**src/fsafe_pkg.sv**
```systemverilog
// fsafe_pkg: register map, field positions, timing and carrier types
// assumes one 100 MHz clock shared by bus, frame logic and buffer
package fsafe_pkg;
    // ----------------------------------------------------------------
    // register map (byte addresses, one 32-bit word each)
    // ----------------------------------------------------------------
    localparam logic [7:0] MODE_OFFS = 8'h00;
    localparam logic [7:0] LINK_OFFS = 8'h04;
    localparam logic [7:0] ACC_OFFS = 8'h08;
    localparam logic [7:0] IST_OFFS = 8'h0C;
    localparam logic [7:0] IMASK_OFFS = 8'h10;
    localparam logic [7:0] STAT_OFFS = 8'h14;
    localparam logic [7:0] BADDR_OFFS = 8'h18;
    localparam logic [7:0] BDATA_OFFS = 8'h1C;
    // ----------------------------------------------------------------
    // fields
    // ----------------------------------------------------------------
    localparam int FS_EN_BIT = 5;
    localparam int IND_LEN_LSB = 8;
    localparam int FAST_BIT = 16;
    localparam int ACC_RUPN_BIT = 4;
    localparam int ACC_NVALID_BIT = 5;
    localparam int ACC_NCLR_BIT = 6;
    localparam int ACC_UCLR_BIT = 7;
    localparam int IRQ_WDOG = 0;
    localparam int IRQ_OUTX = 1;
    localparam int IRQ_CLRDONE = 2;
    localparam int IRQ_REJECT = 3;
    // ----------------------------------------------------------------
    // reset values
    // ----------------------------------------------------------------
    localparam logic [31:0] MODE_RST = 32'h0000_0000;
    localparam logic [7:0] ACC_RST = 8'h00;
    localparam logic [3:0] IRQ_RST = 4'h0;
    // ----------------------------------------------------------------
    // timing: bit time of the link, clear duration in bit clocks
    // ----------------------------------------------------------------
    localparam int CLK_PERIOD_NS = 10;
    localparam int BIT_TIME_NS = 1000;
    localparam int HALF_BIT_CYC = (BIT_TIME_NS / 2 + CLK_PERIOD_NS - 1)
                                  / CLK_PERIOD_NS;
    localparam logic [31:0] LINK_RST = 32'(HALF_BIT_CYC - 1);
    localparam int CLR_SETUP_FAST = 16;
    localparam int CLR_SETUP_SLOW = 20;
    localparam logic [1:0] RESP_OKAY = 2'h0;
    localparam logic [1:0] RESP_SLVERR = 2'h2;
    // ----------------------------------------------------------------
    // carriers
    // ----------------------------------------------------------------
    typedef enum logic [1:0] {
        K_DATA = 2'b00,
        K_READ = 2'b01,
        K_LEAVE = 2'b10,
        K_GCCLR = 2'b11
    } fsafe_kind_t;
    typedef struct packed {
        logic valid;
        fsafe_kind_t kind;
        logic [8:0] len;
    } fsafe_evt_t;
    typedef struct packed {
        logic valid;
        logic [7:0] addr;
        logic [7:0] data;
    } fsafe_wr_t;
endpackage

```
**src/fsafe_obuf_mem.sv**
```systemverilog
// fsafe_obuf_mem: output data buffer, one write and one read port
// assumes a single clock; read data appear one cycle after the address
module fsafe_obuf_mem #(
    parameter int AW = 8,
    parameter int DW = 8
) (
    input wire logic clk,
    input wire logic wr_en,
    input wire logic [AW-1:0] wr_addr,
    input wire logic [DW-1:0] wr_data,
    input wire logic [AW-1:0] rd_addr,
    output logic [DW-1:0] rd_data
);
    logic [DW-1:0] mem [0:(1<<AW)-1];

    if (AW < 1 || AW > 12) begin : g_chk
        $error("fsafe_obuf_mem: AW out of range");
    end

    always_ff @(posedge clk) begin
        if (wr_en) begin
            mem[wr_addr] <= wr_data;
        end
        rd_data <= mem[rd_addr];
    end
endmodule

```
**src/fsafe_half_div.sv**
```systemverilog
// fsafe_half_div: half bit clock enable for the output clear timer
// assumes div holds the period minus one; restart realigns the phase
module fsafe_half_div #(
    parameter int W = 16
) (
    input wire logic clk,
    input wire logic rst,
    input wire logic restart,
    input wire logic [W-1:0] div,
    output logic tick
);
    logic [W-1:0] cnt_reg;

    if (W < 2) begin : g_chk
        $error("fsafe_half_div: W too small");
    end

    always_ff @(posedge clk) begin
        if (rst || restart) begin
            cnt_reg <= '0;
        end else if (cnt_reg >= div) begin
            cnt_reg <= '0;
        end else begin
            cnt_reg <= cnt_reg + W'(1);
        end
    end

    assign tick = !restart && (cnt_reg >= div);
endmodule

```
**src/fsafe_ctrl.sv**
```systemverilog
// fsafe_ctrl: fail-safe output handling of the default access point
// assumes frame decode and buffer writes arrive on clk from the link side
//
// Functional notes
// - fail-safe handling only while mode bit 5 is one
// - access byte: value 0-3, reply valid 4, valid 5, cleared 6, user 7
// - user-cleared flag written by application only, never by hardware
// - read-back in fail-safe with user-cleared set answers zero bytes
// - fail-safe accepts empty data frames whatever length is configured
// - empty frame: watchdog and exchange interrupts, reply, set both flags
// - fail-safe never zeroes the output buffer
// - master leave or clear command in fail-safe sets both flags
// - fail-safe off: empty frames only if configured length is 0, zero buffer, cleared never set
// - clearing n bytes: 15+n to 20+1.5n fast, 20+0.5n slow bit clocks
module fsafe_ctrl #(
    parameter int BUF_AW = 8
) (
    input wire logic clk,
    input wire logic rst,
    input wire logic [7:0] s_axi_awaddr,
    input wire logic s_axi_awvalid,
    output logic s_axi_awready,
    input wire logic [31:0] s_axi_wdata,
    input wire logic [3:0] s_axi_wstrb,
    input wire logic s_axi_wvalid,
    output logic s_axi_wready,
    output logic [1:0] s_axi_bresp,
    output logic s_axi_bvalid,
    input wire logic s_axi_bready,
    input wire logic [7:0] s_axi_araddr,
    input wire logic s_axi_arvalid,
    output logic s_axi_arready,
    output logic [31:0] s_axi_rdata,
    output logic [1:0] s_axi_rresp,
    output logic s_axi_rvalid,
    input wire logic s_axi_rready,
    input wire fsafe_pkg::fsafe_evt_t frame_evt,
    input wire fsafe_pkg::fsafe_wr_t rx_wr,
    output logic frame_accept,
    output logic frame_reject,
    output logic reply_input,
    output logic rb_valid,
    output logic rb_zero,
    output logic irq
);
    // ----------------------------------------------------------------
    // checks and helpers
    // ----------------------------------------------------------------
    if (BUF_AW < 1 || BUF_AW > 8) begin : g_chk
        $error("fsafe_ctrl: BUF_AW must be 1..8");
    end

    function automatic logic addr_ok(input logic [7:0] a);
        addr_ok = (a[1:0] == 2'b00) && (a <= fsafe_pkg::BDATA_OFFS);
    endfunction

    function automatic logic [31:0] merge(input logic [31:0] old,
                                          input logic [31:0] d,
                                          input logic [3:0] s);
        merge = old;
        for (int i = 0; i < 4; i++) begin
            if (s[i]) begin
                merge[i*8 +: 8] = d[i*8 +: 8];
            end
        end
    endfunction

    logic [31:0] mode_reg;
    logic [31:0] link_reg;
    logic [7:0] acc_reg;
    logic [3:0] ist_reg;
    logic [3:0] imask_reg;
    logic [7:0] baddr_reg;
    logic [8:0] last_len_reg;
    logic fs_en;
    logic [8:0] ind_len;
    logic [31:0] wmerged;

    assign fs_en = mode_reg[fsafe_pkg::FS_EN_BIT];
    assign ind_len = mode_reg[fsafe_pkg::IND_LEN_LSB +: 9];

    // ----------------------------------------------------------------
    // bus write channel
    // ----------------------------------------------------------------
    logic aw_hold_reg;
    logic w_hold_reg;
    logic [7:0] awaddr_reg;
    logic [31:0] wdata_reg;
    logic [3:0] wstrb_reg;
    logic wr_do;
    logic wr_acc;

    assign s_axi_awready = !aw_hold_reg;
    assign s_axi_wready = !w_hold_reg;
    assign wr_do = aw_hold_reg && w_hold_reg && !s_axi_bvalid;
    assign wr_acc = wr_do && (awaddr_reg == fsafe_pkg::ACC_OFFS)
                    && wstrb_reg[0];

    always_ff @(posedge clk) begin
        if (rst) begin
            aw_hold_reg <= 1'b0;
            w_hold_reg <= 1'b0;
            awaddr_reg <= 8'h00;
            wdata_reg <= 32'h0000_0000;
            wstrb_reg <= 4'h0;
            s_axi_bvalid <= 1'b0;
            s_axi_bresp <= fsafe_pkg::RESP_OKAY;
        end else begin
            if (s_axi_awvalid && !aw_hold_reg) begin
                aw_hold_reg <= 1'b1;
                awaddr_reg <= s_axi_awaddr;
            end
            if (s_axi_wvalid && !w_hold_reg) begin
                w_hold_reg <= 1'b1;
                wdata_reg <= s_axi_wdata;
                wstrb_reg <= s_axi_wstrb;
            end
            if (wr_do) begin
                aw_hold_reg <= 1'b0;
                w_hold_reg <= 1'b0;
                s_axi_bvalid <= 1'b1;
                s_axi_bresp <= addr_ok(awaddr_reg) ? fsafe_pkg::RESP_OKAY
                                                   : fsafe_pkg::RESP_SLVERR;
            end else if (s_axi_bready) begin
                s_axi_bvalid <= 1'b0;
            end
        end
    end

    // ----------------------------------------------------------------
    // software written registers
    // ----------------------------------------------------------------
    always_comb begin
        wmerged = 32'h0000_0000;
        case (awaddr_reg)
            fsafe_pkg::MODE_OFFS: wmerged = merge(mode_reg, wdata_reg,
                                                  wstrb_reg);
            fsafe_pkg::LINK_OFFS: wmerged = merge(link_reg, wdata_reg,
                                                  wstrb_reg);
            fsafe_pkg::IMASK_OFFS: wmerged = merge({28'h0, imask_reg},
                                                   wdata_reg, wstrb_reg);
            fsafe_pkg::BADDR_OFFS: wmerged = merge({24'h0, baddr_reg},
                                                   wdata_reg, wstrb_reg);
            default: wmerged = 32'h0000_0000;
        endcase
    end

    always_ff @(posedge clk) begin
        if (rst) begin
            mode_reg <= fsafe_pkg::MODE_RST;
            link_reg <= fsafe_pkg::LINK_RST;
            imask_reg <= fsafe_pkg::IRQ_RST;
            baddr_reg <= 8'h00;
        end else if (wr_do) begin
            case (awaddr_reg)
                fsafe_pkg::MODE_OFFS: mode_reg <= wmerged;
                fsafe_pkg::LINK_OFFS: link_reg <= wmerged;
                fsafe_pkg::IMASK_OFFS: imask_reg <= wmerged[3:0];
                fsafe_pkg::BADDR_OFFS: baddr_reg <= wmerged[7:0];
                default: ;
            endcase
        end
    end

    // ----------------------------------------------------------------
    // frame decode
    // ----------------------------------------------------------------
    logic is_data;
    logic is_read;
    logic is_leave;
    logic empty_ok;
    logic data_acc;
    logic data_rej;
    logic set_both;
    logic clr_busy_reg;
    logic clr_start;
    logic clr_done;

    assign is_data = frame_evt.valid && frame_evt.kind == fsafe_pkg::K_DATA;
    assign is_read = frame_evt.valid && frame_evt.kind == fsafe_pkg::K_READ;
    assign is_leave = frame_evt.valid
                      && (frame_evt.kind == fsafe_pkg::K_LEAVE
                          || frame_evt.kind == fsafe_pkg::K_GCCLR);
    // empty frames only recognised with fail-safe on
    assign empty_ok = fs_en && frame_evt.len == 9'h000;
    assign data_acc = is_data && (empty_ok || frame_evt.len == ind_len);
    assign data_rej = is_data && !data_acc;
    assign set_both = fs_en && ((data_acc && frame_evt.len == 9'h000)
                                || is_leave);
    // a clear already running absorbs a second request
    assign clr_start = is_leave && !fs_en && !clr_busy_reg;

    always_ff @(posedge clk) begin
        if (rst) begin
            frame_accept <= 1'b0;
            frame_reject <= 1'b0;
            reply_input <= 1'b0;
            rb_valid <= 1'b0;
            rb_zero <= 1'b0;
            last_len_reg <= 9'h000;
        end else begin
            frame_accept <= data_acc;
            frame_reject <= data_rej;
            reply_input <= data_acc;
            rb_valid <= is_read;
            if (is_read) begin
                rb_zero <= fs_en && acc_reg[fsafe_pkg::ACC_UCLR_BIT];
            end
            if (data_acc) begin
                last_len_reg <= frame_evt.len;
            end
        end
    end

    // ----------------------------------------------------------------
    // access byte: hardware sets win over software clears
    // ----------------------------------------------------------------
    always_ff @(posedge clk) begin
        if (rst) begin
            acc_reg <= fsafe_pkg::ACC_RST;
        end else begin
            if (wr_acc) begin
                acc_reg[fsafe_pkg::ACC_RUPN_BIT:0] <=
                    wdata_reg[fsafe_pkg::ACC_RUPN_BIT:0];
                acc_reg[fsafe_pkg::ACC_UCLR_BIT] <=
                    wdata_reg[fsafe_pkg::ACC_UCLR_BIT];
                if (wdata_reg[fsafe_pkg::ACC_NVALID_BIT]) begin
                    acc_reg[fsafe_pkg::ACC_NVALID_BIT] <= 1'b0;
                end
                if (wdata_reg[fsafe_pkg::ACC_NCLR_BIT]) begin
                    acc_reg[fsafe_pkg::ACC_NCLR_BIT] <= 1'b0;
                end
            end
            if (data_acc || set_both) begin
                acc_reg[fsafe_pkg::ACC_NVALID_BIT] <= 1'b1;
            end
            if (set_both) begin
                acc_reg[fsafe_pkg::ACC_NCLR_BIT] <= 1'b1;
            end else if (data_acc) begin
                acc_reg[fsafe_pkg::ACC_NCLR_BIT] <= 1'b0;
            end
        end
    end

    // ----------------------------------------------------------------
    // output clear engine, timed in half bit clocks
    // ----------------------------------------------------------------
    logic half_tick;
    logic [9:0] clr_half_reg;
    logic [9:0] clr_target_reg;
    logic [8:0] clr_addr_reg;
    logic [8:0] clr_len_reg;
    logic clr_wr;
    logic fast;

    assign fast = link_reg[fsafe_pkg::FAST_BIT];
    assign clr_wr = clr_busy_reg && clr_addr_reg < clr_len_reg;
    assign clr_done = clr_busy_reg && !clr_wr
                      && clr_half_reg >= clr_target_reg;

    fsafe_half_div #(
        .W(16)
    ) u_div (
        .clk(clk),
        .rst(rst),
        .restart(clr_start),
        .div(link_reg[15:0]),
        .tick(half_tick)
    );

    always_ff @(posedge clk) begin
        if (rst) begin
            clr_busy_reg <= 1'b0;
            clr_half_reg <= 10'h000;
            clr_target_reg <= 10'h000;
            clr_addr_reg <= 9'h000;
            clr_len_reg <= 9'h000;
        end else if (clr_start) begin
            clr_busy_reg <= 1'b1;
            clr_half_reg <= 10'h000;
            clr_addr_reg <= 9'h000;
            clr_len_reg <= ind_len;
            // fast: 2*(16+n) halves; slow: 2*20+n halves
            if (fast) begin
                clr_target_reg <= 10'(2 * fsafe_pkg::CLR_SETUP_FAST)
                                  + {ind_len, 1'b0};
            end else begin
                clr_target_reg <= 10'(2 * fsafe_pkg::CLR_SETUP_SLOW)
                                  + {1'b0, ind_len};
            end
        end else if (clr_busy_reg) begin
            if (clr_wr) begin
                clr_addr_reg <= clr_addr_reg + 9'h001;
            end
            if (half_tick && clr_half_reg < clr_target_reg) begin
                clr_half_reg <= clr_half_reg + 10'h001;
            end
            if (clr_done) begin
                clr_busy_reg <= 1'b0;
            end
        end
    end

    logic [7:0] mem_q;

    // clear engine owns the write port while bytes remain to clear; frame bytes then lost
    fsafe_obuf_mem #(
        .AW(BUF_AW),
        .DW(8)
    ) u_mem (
        .clk(clk),
        .wr_en(clr_wr || rx_wr.valid),
        .wr_addr(clr_wr ? clr_addr_reg[BUF_AW-1:0]
                        : rx_wr.addr[BUF_AW-1:0]),
        .wr_data(clr_wr ? 8'h00 : rx_wr.data),
        .rd_addr(baddr_reg[BUF_AW-1:0]),
        .rd_data(mem_q)
    );

    // ----------------------------------------------------------------
    // interrupts: read of status clears, new event wins
    // ----------------------------------------------------------------
    logic ar_hs;
    logic ist_rd;
    logic [3:0] ist_set;

    assign ar_hs = s_axi_arvalid && s_axi_arready;
    assign ist_rd = ar_hs && s_axi_araddr == fsafe_pkg::IST_OFFS;
    always_comb begin
        ist_set = 4'h0;
        ist_set[fsafe_pkg::IRQ_WDOG] = data_acc;
        ist_set[fsafe_pkg::IRQ_OUTX] = data_acc;
        ist_set[fsafe_pkg::IRQ_CLRDONE] = clr_done;
        ist_set[fsafe_pkg::IRQ_REJECT] = data_rej;
    end

    always_ff @(posedge clk) begin
        if (rst) begin
            ist_reg <= fsafe_pkg::IRQ_RST;
        end else begin
            ist_reg <= (ist_rd ? 4'h0 : ist_reg) | ist_set;
        end
    end

    assign irq = |(ist_reg & imask_reg);

    // ----------------------------------------------------------------
    // bus read channel; buffer data take one extra cycle
    // ----------------------------------------------------------------
    logic rd_wait_reg;
    logic [31:0] rd_mux;

    assign s_axi_arready = !s_axi_rvalid && !rd_wait_reg;

    always_comb begin
        rd_mux = 32'h0000_0000;
        case (s_axi_araddr)
            fsafe_pkg::MODE_OFFS: rd_mux = mode_reg;
            fsafe_pkg::LINK_OFFS: rd_mux = link_reg;
            fsafe_pkg::ACC_OFFS: rd_mux = {24'h0, acc_reg};
            fsafe_pkg::IST_OFFS: rd_mux = {28'h0, ist_reg};
            fsafe_pkg::IMASK_OFFS: rd_mux = {28'h0, imask_reg};
            fsafe_pkg::STAT_OFFS: rd_mux = {15'h0, last_len_reg,
                                            7'h0, clr_busy_reg};
            fsafe_pkg::BADDR_OFFS: rd_mux = {24'h0, baddr_reg};
            default: rd_mux = 32'h0000_0000;
        endcase
    end

    always_ff @(posedge clk) begin
        if (rst) begin
            rd_wait_reg <= 1'b0;
            s_axi_rvalid <= 1'b0;
            s_axi_rdata <= 32'h0000_0000;
            s_axi_rresp <= fsafe_pkg::RESP_OKAY;
        end else if (ar_hs) begin
            s_axi_rresp <= addr_ok(s_axi_araddr) ? fsafe_pkg::RESP_OKAY
                                                 : fsafe_pkg::RESP_SLVERR;
            if (s_axi_araddr == fsafe_pkg::BDATA_OFFS) begin
                rd_wait_reg <= 1'b1;
            end else begin
                s_axi_rdata <= rd_mux;
                s_axi_rvalid <= 1'b1;
            end
        end else if (rd_wait_reg) begin
            rd_wait_reg <= 1'b0;
            s_axi_rdata <= {24'h0, mem_q};
            s_axi_rvalid <= 1'b1;
        end else if (s_axi_rready) begin
            s_axi_rvalid <= 1'b0;
        end
    end
endmodule

```
**config.mk**
```make
export PLATFORM = sky130hd
export DESIGN_NAME = fsafe_ctrl
export DESIGN_NICKNAME = d
export VERILOG_FILES = /design/src/fsafe_pkg.sv /design/src/fsafe_obuf_mem.sv /design/src/fsafe_half_div.sv /design/src/fsafe_ctrl.sv
export SDC_FILE = /design/constraint.sdc
export NUM_CORES = 2
export LEC_CHECK = 0
export BUFFER_PORTS_ARGS = -buffer_cell sky130_fd_sc_hd__buf_2
export CAP_MARGIN = 5
export CORE_ASPECT_RATIO = 0.9
export CORE_MARGIN = 4
export CORE_UTILIZATION = 39
export CTS_BUF_LIST = sky130_fd_sc_hd__clkbuf_8
export DETAILED_ROUTE_END_ITERATION = 16
export SETUP_SLACK_MARGIN = 0.02
export SYNTH_ARGS = -nofsm -noshare
export SYNTH_HDL_FRONTEND = slang
export SYNTH_HIERARCHICAL = 1
export SYNTH_SLANG_ARGS = --single-unit
```
**constraint.sdc**
```tcl
create_clock -name clk -period 15.6 [get_ports clk]
set_input_delay 3.12 -clock clk [delete_from_list [all_inputs] [get_ports clk]]
set_output_delay 3.12 -clock clk [all_outputs]
set_load 0.05 [all_outputs]
```
==> impl_results.md <==
- Tot GR Track Use: 0.194
- Dominant cells by area after synthesis: edfxtp_1, mux4_2, dfxtp_1
- Clock sinks: roughly 2300
- Final HPWL from detailed placement: 145 mm
- Worst slack at placement: 9.09 ns
- Slew margin rel.: 0.0707
- # DRC: 0
- Worst Slack Setup Final: about 9.9 ns
- Placed cell area: around 95000 um2
- Final Cycle Share: 0.362
- CP max stage cell: buf_4
- Total power: between 10 and 15 mW
- NetSw: between 2 and 3 mW
- Final setup fails: 0
- Final Util: 0.437
- Initial antenna violation count: 12
- Hold_buf cts: 0
- Sw Share: 0.216
- Worst Setup Path Type: reg2reg
- Core area: around 230000 um2
- Die outline area: 243000 um2
- Routed wire per std cell: ~27 um
- Top cell type's share of synthesized area: 0.671
- Met3 Resource Use GR: 0.0474
- Nets: roughly 5600
- Max H-tree Level: 5
- Leading area contributor after synthesis: edfxtp_1
- GRT overflow: 0
- Cell Area, Synth: 91600 um2
- Int Power: 9.34 mW
- Synthesized instance count: ~5200
- Levels on crit path: 10
- Post-synthesis sequential area ratio: 0.725
- Met1 GRT Util: 0.291
- Clock slew at reported path FFs: 0.06 ns
- Arrival time worst endpoint: 6.50 ns
- Max FFs per register: a little over 2000
- Primary FF master, synth: edfxtp_1
- Seq cells post-synth: approximately 2300
- Dpl cells: just over 8000
- DRT Wirelength: about 240 mm
- CP cell instances: buf_4, buf_4, buf_12, buf_4, mux4_2, a22o_1, a221oi_1, o32ai_1, nor3_1, nor4_1
- Synth warn: 6
- Comb power frac: 0.024
- Num CTS Buffers: 358
- Hold slack final: roughly 0.45 ns
- Clock power share: 0.412
- Max Root-Sink Buffers: 4
- Crit-path max cell delay: 0.71 ns
- Asr flop ratio synth: 0
- Sum of negative setup slack: 0 ns
- Hold Vio Cnt, Final: 0
- Initial DRC count: roughly 6000
- Register with the most flip-flops: u_mem/mem
- VDD IR max: 0.0866 mV
- Flop pwr share: 0.564
- Share of cells above drive strength 1: 0.225
- Fmax: roughly 180 MHz
- Worst EP required: 16.45 ns
- Design area: approximately 100000 um2
- Non-filler cells, final: approximately 8800
- R2R cell count: 10
- Setup Fix Bufs, Post-CTS: 0
- RD Place Congestion: roughly 0.86
- CP most frequent cell: buf_4
- Fin crit period: between 5 and 6 ns
- Syn avg cell area: roughly 18 um2
- GRT busiest layer: met1
- Crit path launch type: flop
- ANT nets after route: 0
- Vias per std cell: around 5.8
- Register area: approximately 66000 um2
- DRT Pass-1 Iters: 6
- Pwr dens: between 100 and 150 nW/um2
- FILL cells: slightly above 20000
- Die W: around 520 um
- Least-Margin Pin Slew: between 1 and 1.5 ns
- CP top delay family: buffers and inverters
- Starting Density: 0.393
- Buf/Inv on CP: 4
- Area of the multi-input gates: 23100 um2
- RSZ-0062 raised after global routing: no
- Pin count of the biggest net entering global routing: ~200
- Number of synthesized flops with an enable pin: 2048
- Worst Skew: between 0.06 and 0.07 ns
- Syn-to-layout area delta: 11.3%
- Die Span Y: 468 um
- Leakage power: slightly above 30 nW
- Vias in the first global route: just under 50000
- Most frequent cells in the layout: edfxtp_1, mux4_2, nor2_1
- Cell row count: between 150 and 200
- CTS tree: built
- Slew Viols, Final: 0
- Max-Cap Viols: 0
- # resized after CTS: 0
- Io pins: ~140
- Later-pin clock latency in the skew report: roughly 1.1 ns
- Status: complete, no violations
- Synth unique cells: 91
- CP max FO: about 110
- Worst min path class: reg2reg
- Nature of the critical path endpoint: flop
- Most common cell after layout, fill and taps aside: edfxtp_1
- Hold Crit Depth: 2
- GR Util met2: 0.284
- Vias: ~51000
- Global-route wire length before repair: around 350 mm
- Clk root buf: clkbuf_8
- IO buf count: 132
synthesized netlist by cell type (18+ instances only):
| master | number |
|---|---|
| clkbuf_1 | 189 |
| xor2_1 | 22 |
| a21oi_1 | 194 |
| buf_6 | 26 |
| a22oi_1 | 188 |
| mux2_2 | 41 |
| mux2i_1 | 166 |
| nand2b_1 | 18 |
| edfxtp_1 | 2048 |
| nand3_1 | 68 |
| ha_1 | 40 |
| o21ai_0 | 60 |
| o22ai_1 | 43 |
| nand2_1 | 231 |
| nor4_1 | 29 |
| inv_1 | 54 |
| o221ai_1 | 49 |
| buf_4 | 30 |
| dfxtp_1 | 247 |
| nor3_1 | 66 |
| buf_2 | 43 |
| mux4_2 | 455 |
| nand4_1 | 53 |
| nor2b_1 | 43 |
| buf_1 | 30 |
| nor2_1 | 419 |
| a211oi_1 | 61 |
| nor2_2 | 20 |
routing by layer:
| layer | up-vias | wire length (um) |
|---|---|---|
| met5 | - | 11 |
| met4 | 2 | 5820 |
| met3 | 395 | 24400 |
| met2 | 2649 | 105000 |
| met1 | 26200 | 105000 |
| li1 | 21400 | - |
area by class of cell:
type	count	share of cell area
diodes	15	0.000368
clock buffers	387	0.0523
clock inverters	240	0.0147
inverters	56	0.00206
multi-input cells	2489	0.227
flip-flops and latches	2295	0.652
well taps	3060	0.0376
repair buffers	224	0.0142
worst min-delay path: stages, from the launching register on:
cell	delay, ns
dfxtp_1	0.31
nand2_1	0.05
a21oi_1	0.05
logic make-up after synthesis:
family	synth area share
flip-flops	0.725
AND/OR/NAND/NOR	0.0531
AO/OA/AOI/OAI	0.0540
multiplexers	0.136
buffers and inverters	0.0236
adder cells (fa/ha/maj)	0.00546
XOR/XNOR	0.00258
other	0.0000409
power by group through the flow:
stage / clock network (mW) / registers (mW) / logic, mW
4_1_cts: 5.01 / 6.72 / 0.281
5_1_grt: 5.32 / 6.72 / 0.302
3_5_place_dp: 0 / 6.85 / 0.281
3_3_place_gp: 0 / 6.85 / 0.276
2_1_floorplan: 0 / 6.87 / 0.147
6_report: 4.91 / 6.72 / 0.280
final timing paths:
kind / start / to / slack (ns)
setup / recovery: baddr_reg[0]$_SDFFE_PP0P_ / u_mem/rd_data[3]$_DFF_P_ / 9.95
hold / removal: rb_zero$_SDFFE_PP0P_ / rb_zero$_SDFFE_PP0P_ / 0.45
setup reg to reg: baddr_reg[0]$_SDFFE_PP0P_ / u_mem/rd_data[3]$_DFF_P_ / 9.95
hold reg to reg: rb_zero$_SDFFE_PP0P_ / rb_zero$_SDFFE_PP0P_ / 0.45
No activity file was read; power rests on OpenSTA's default activity.
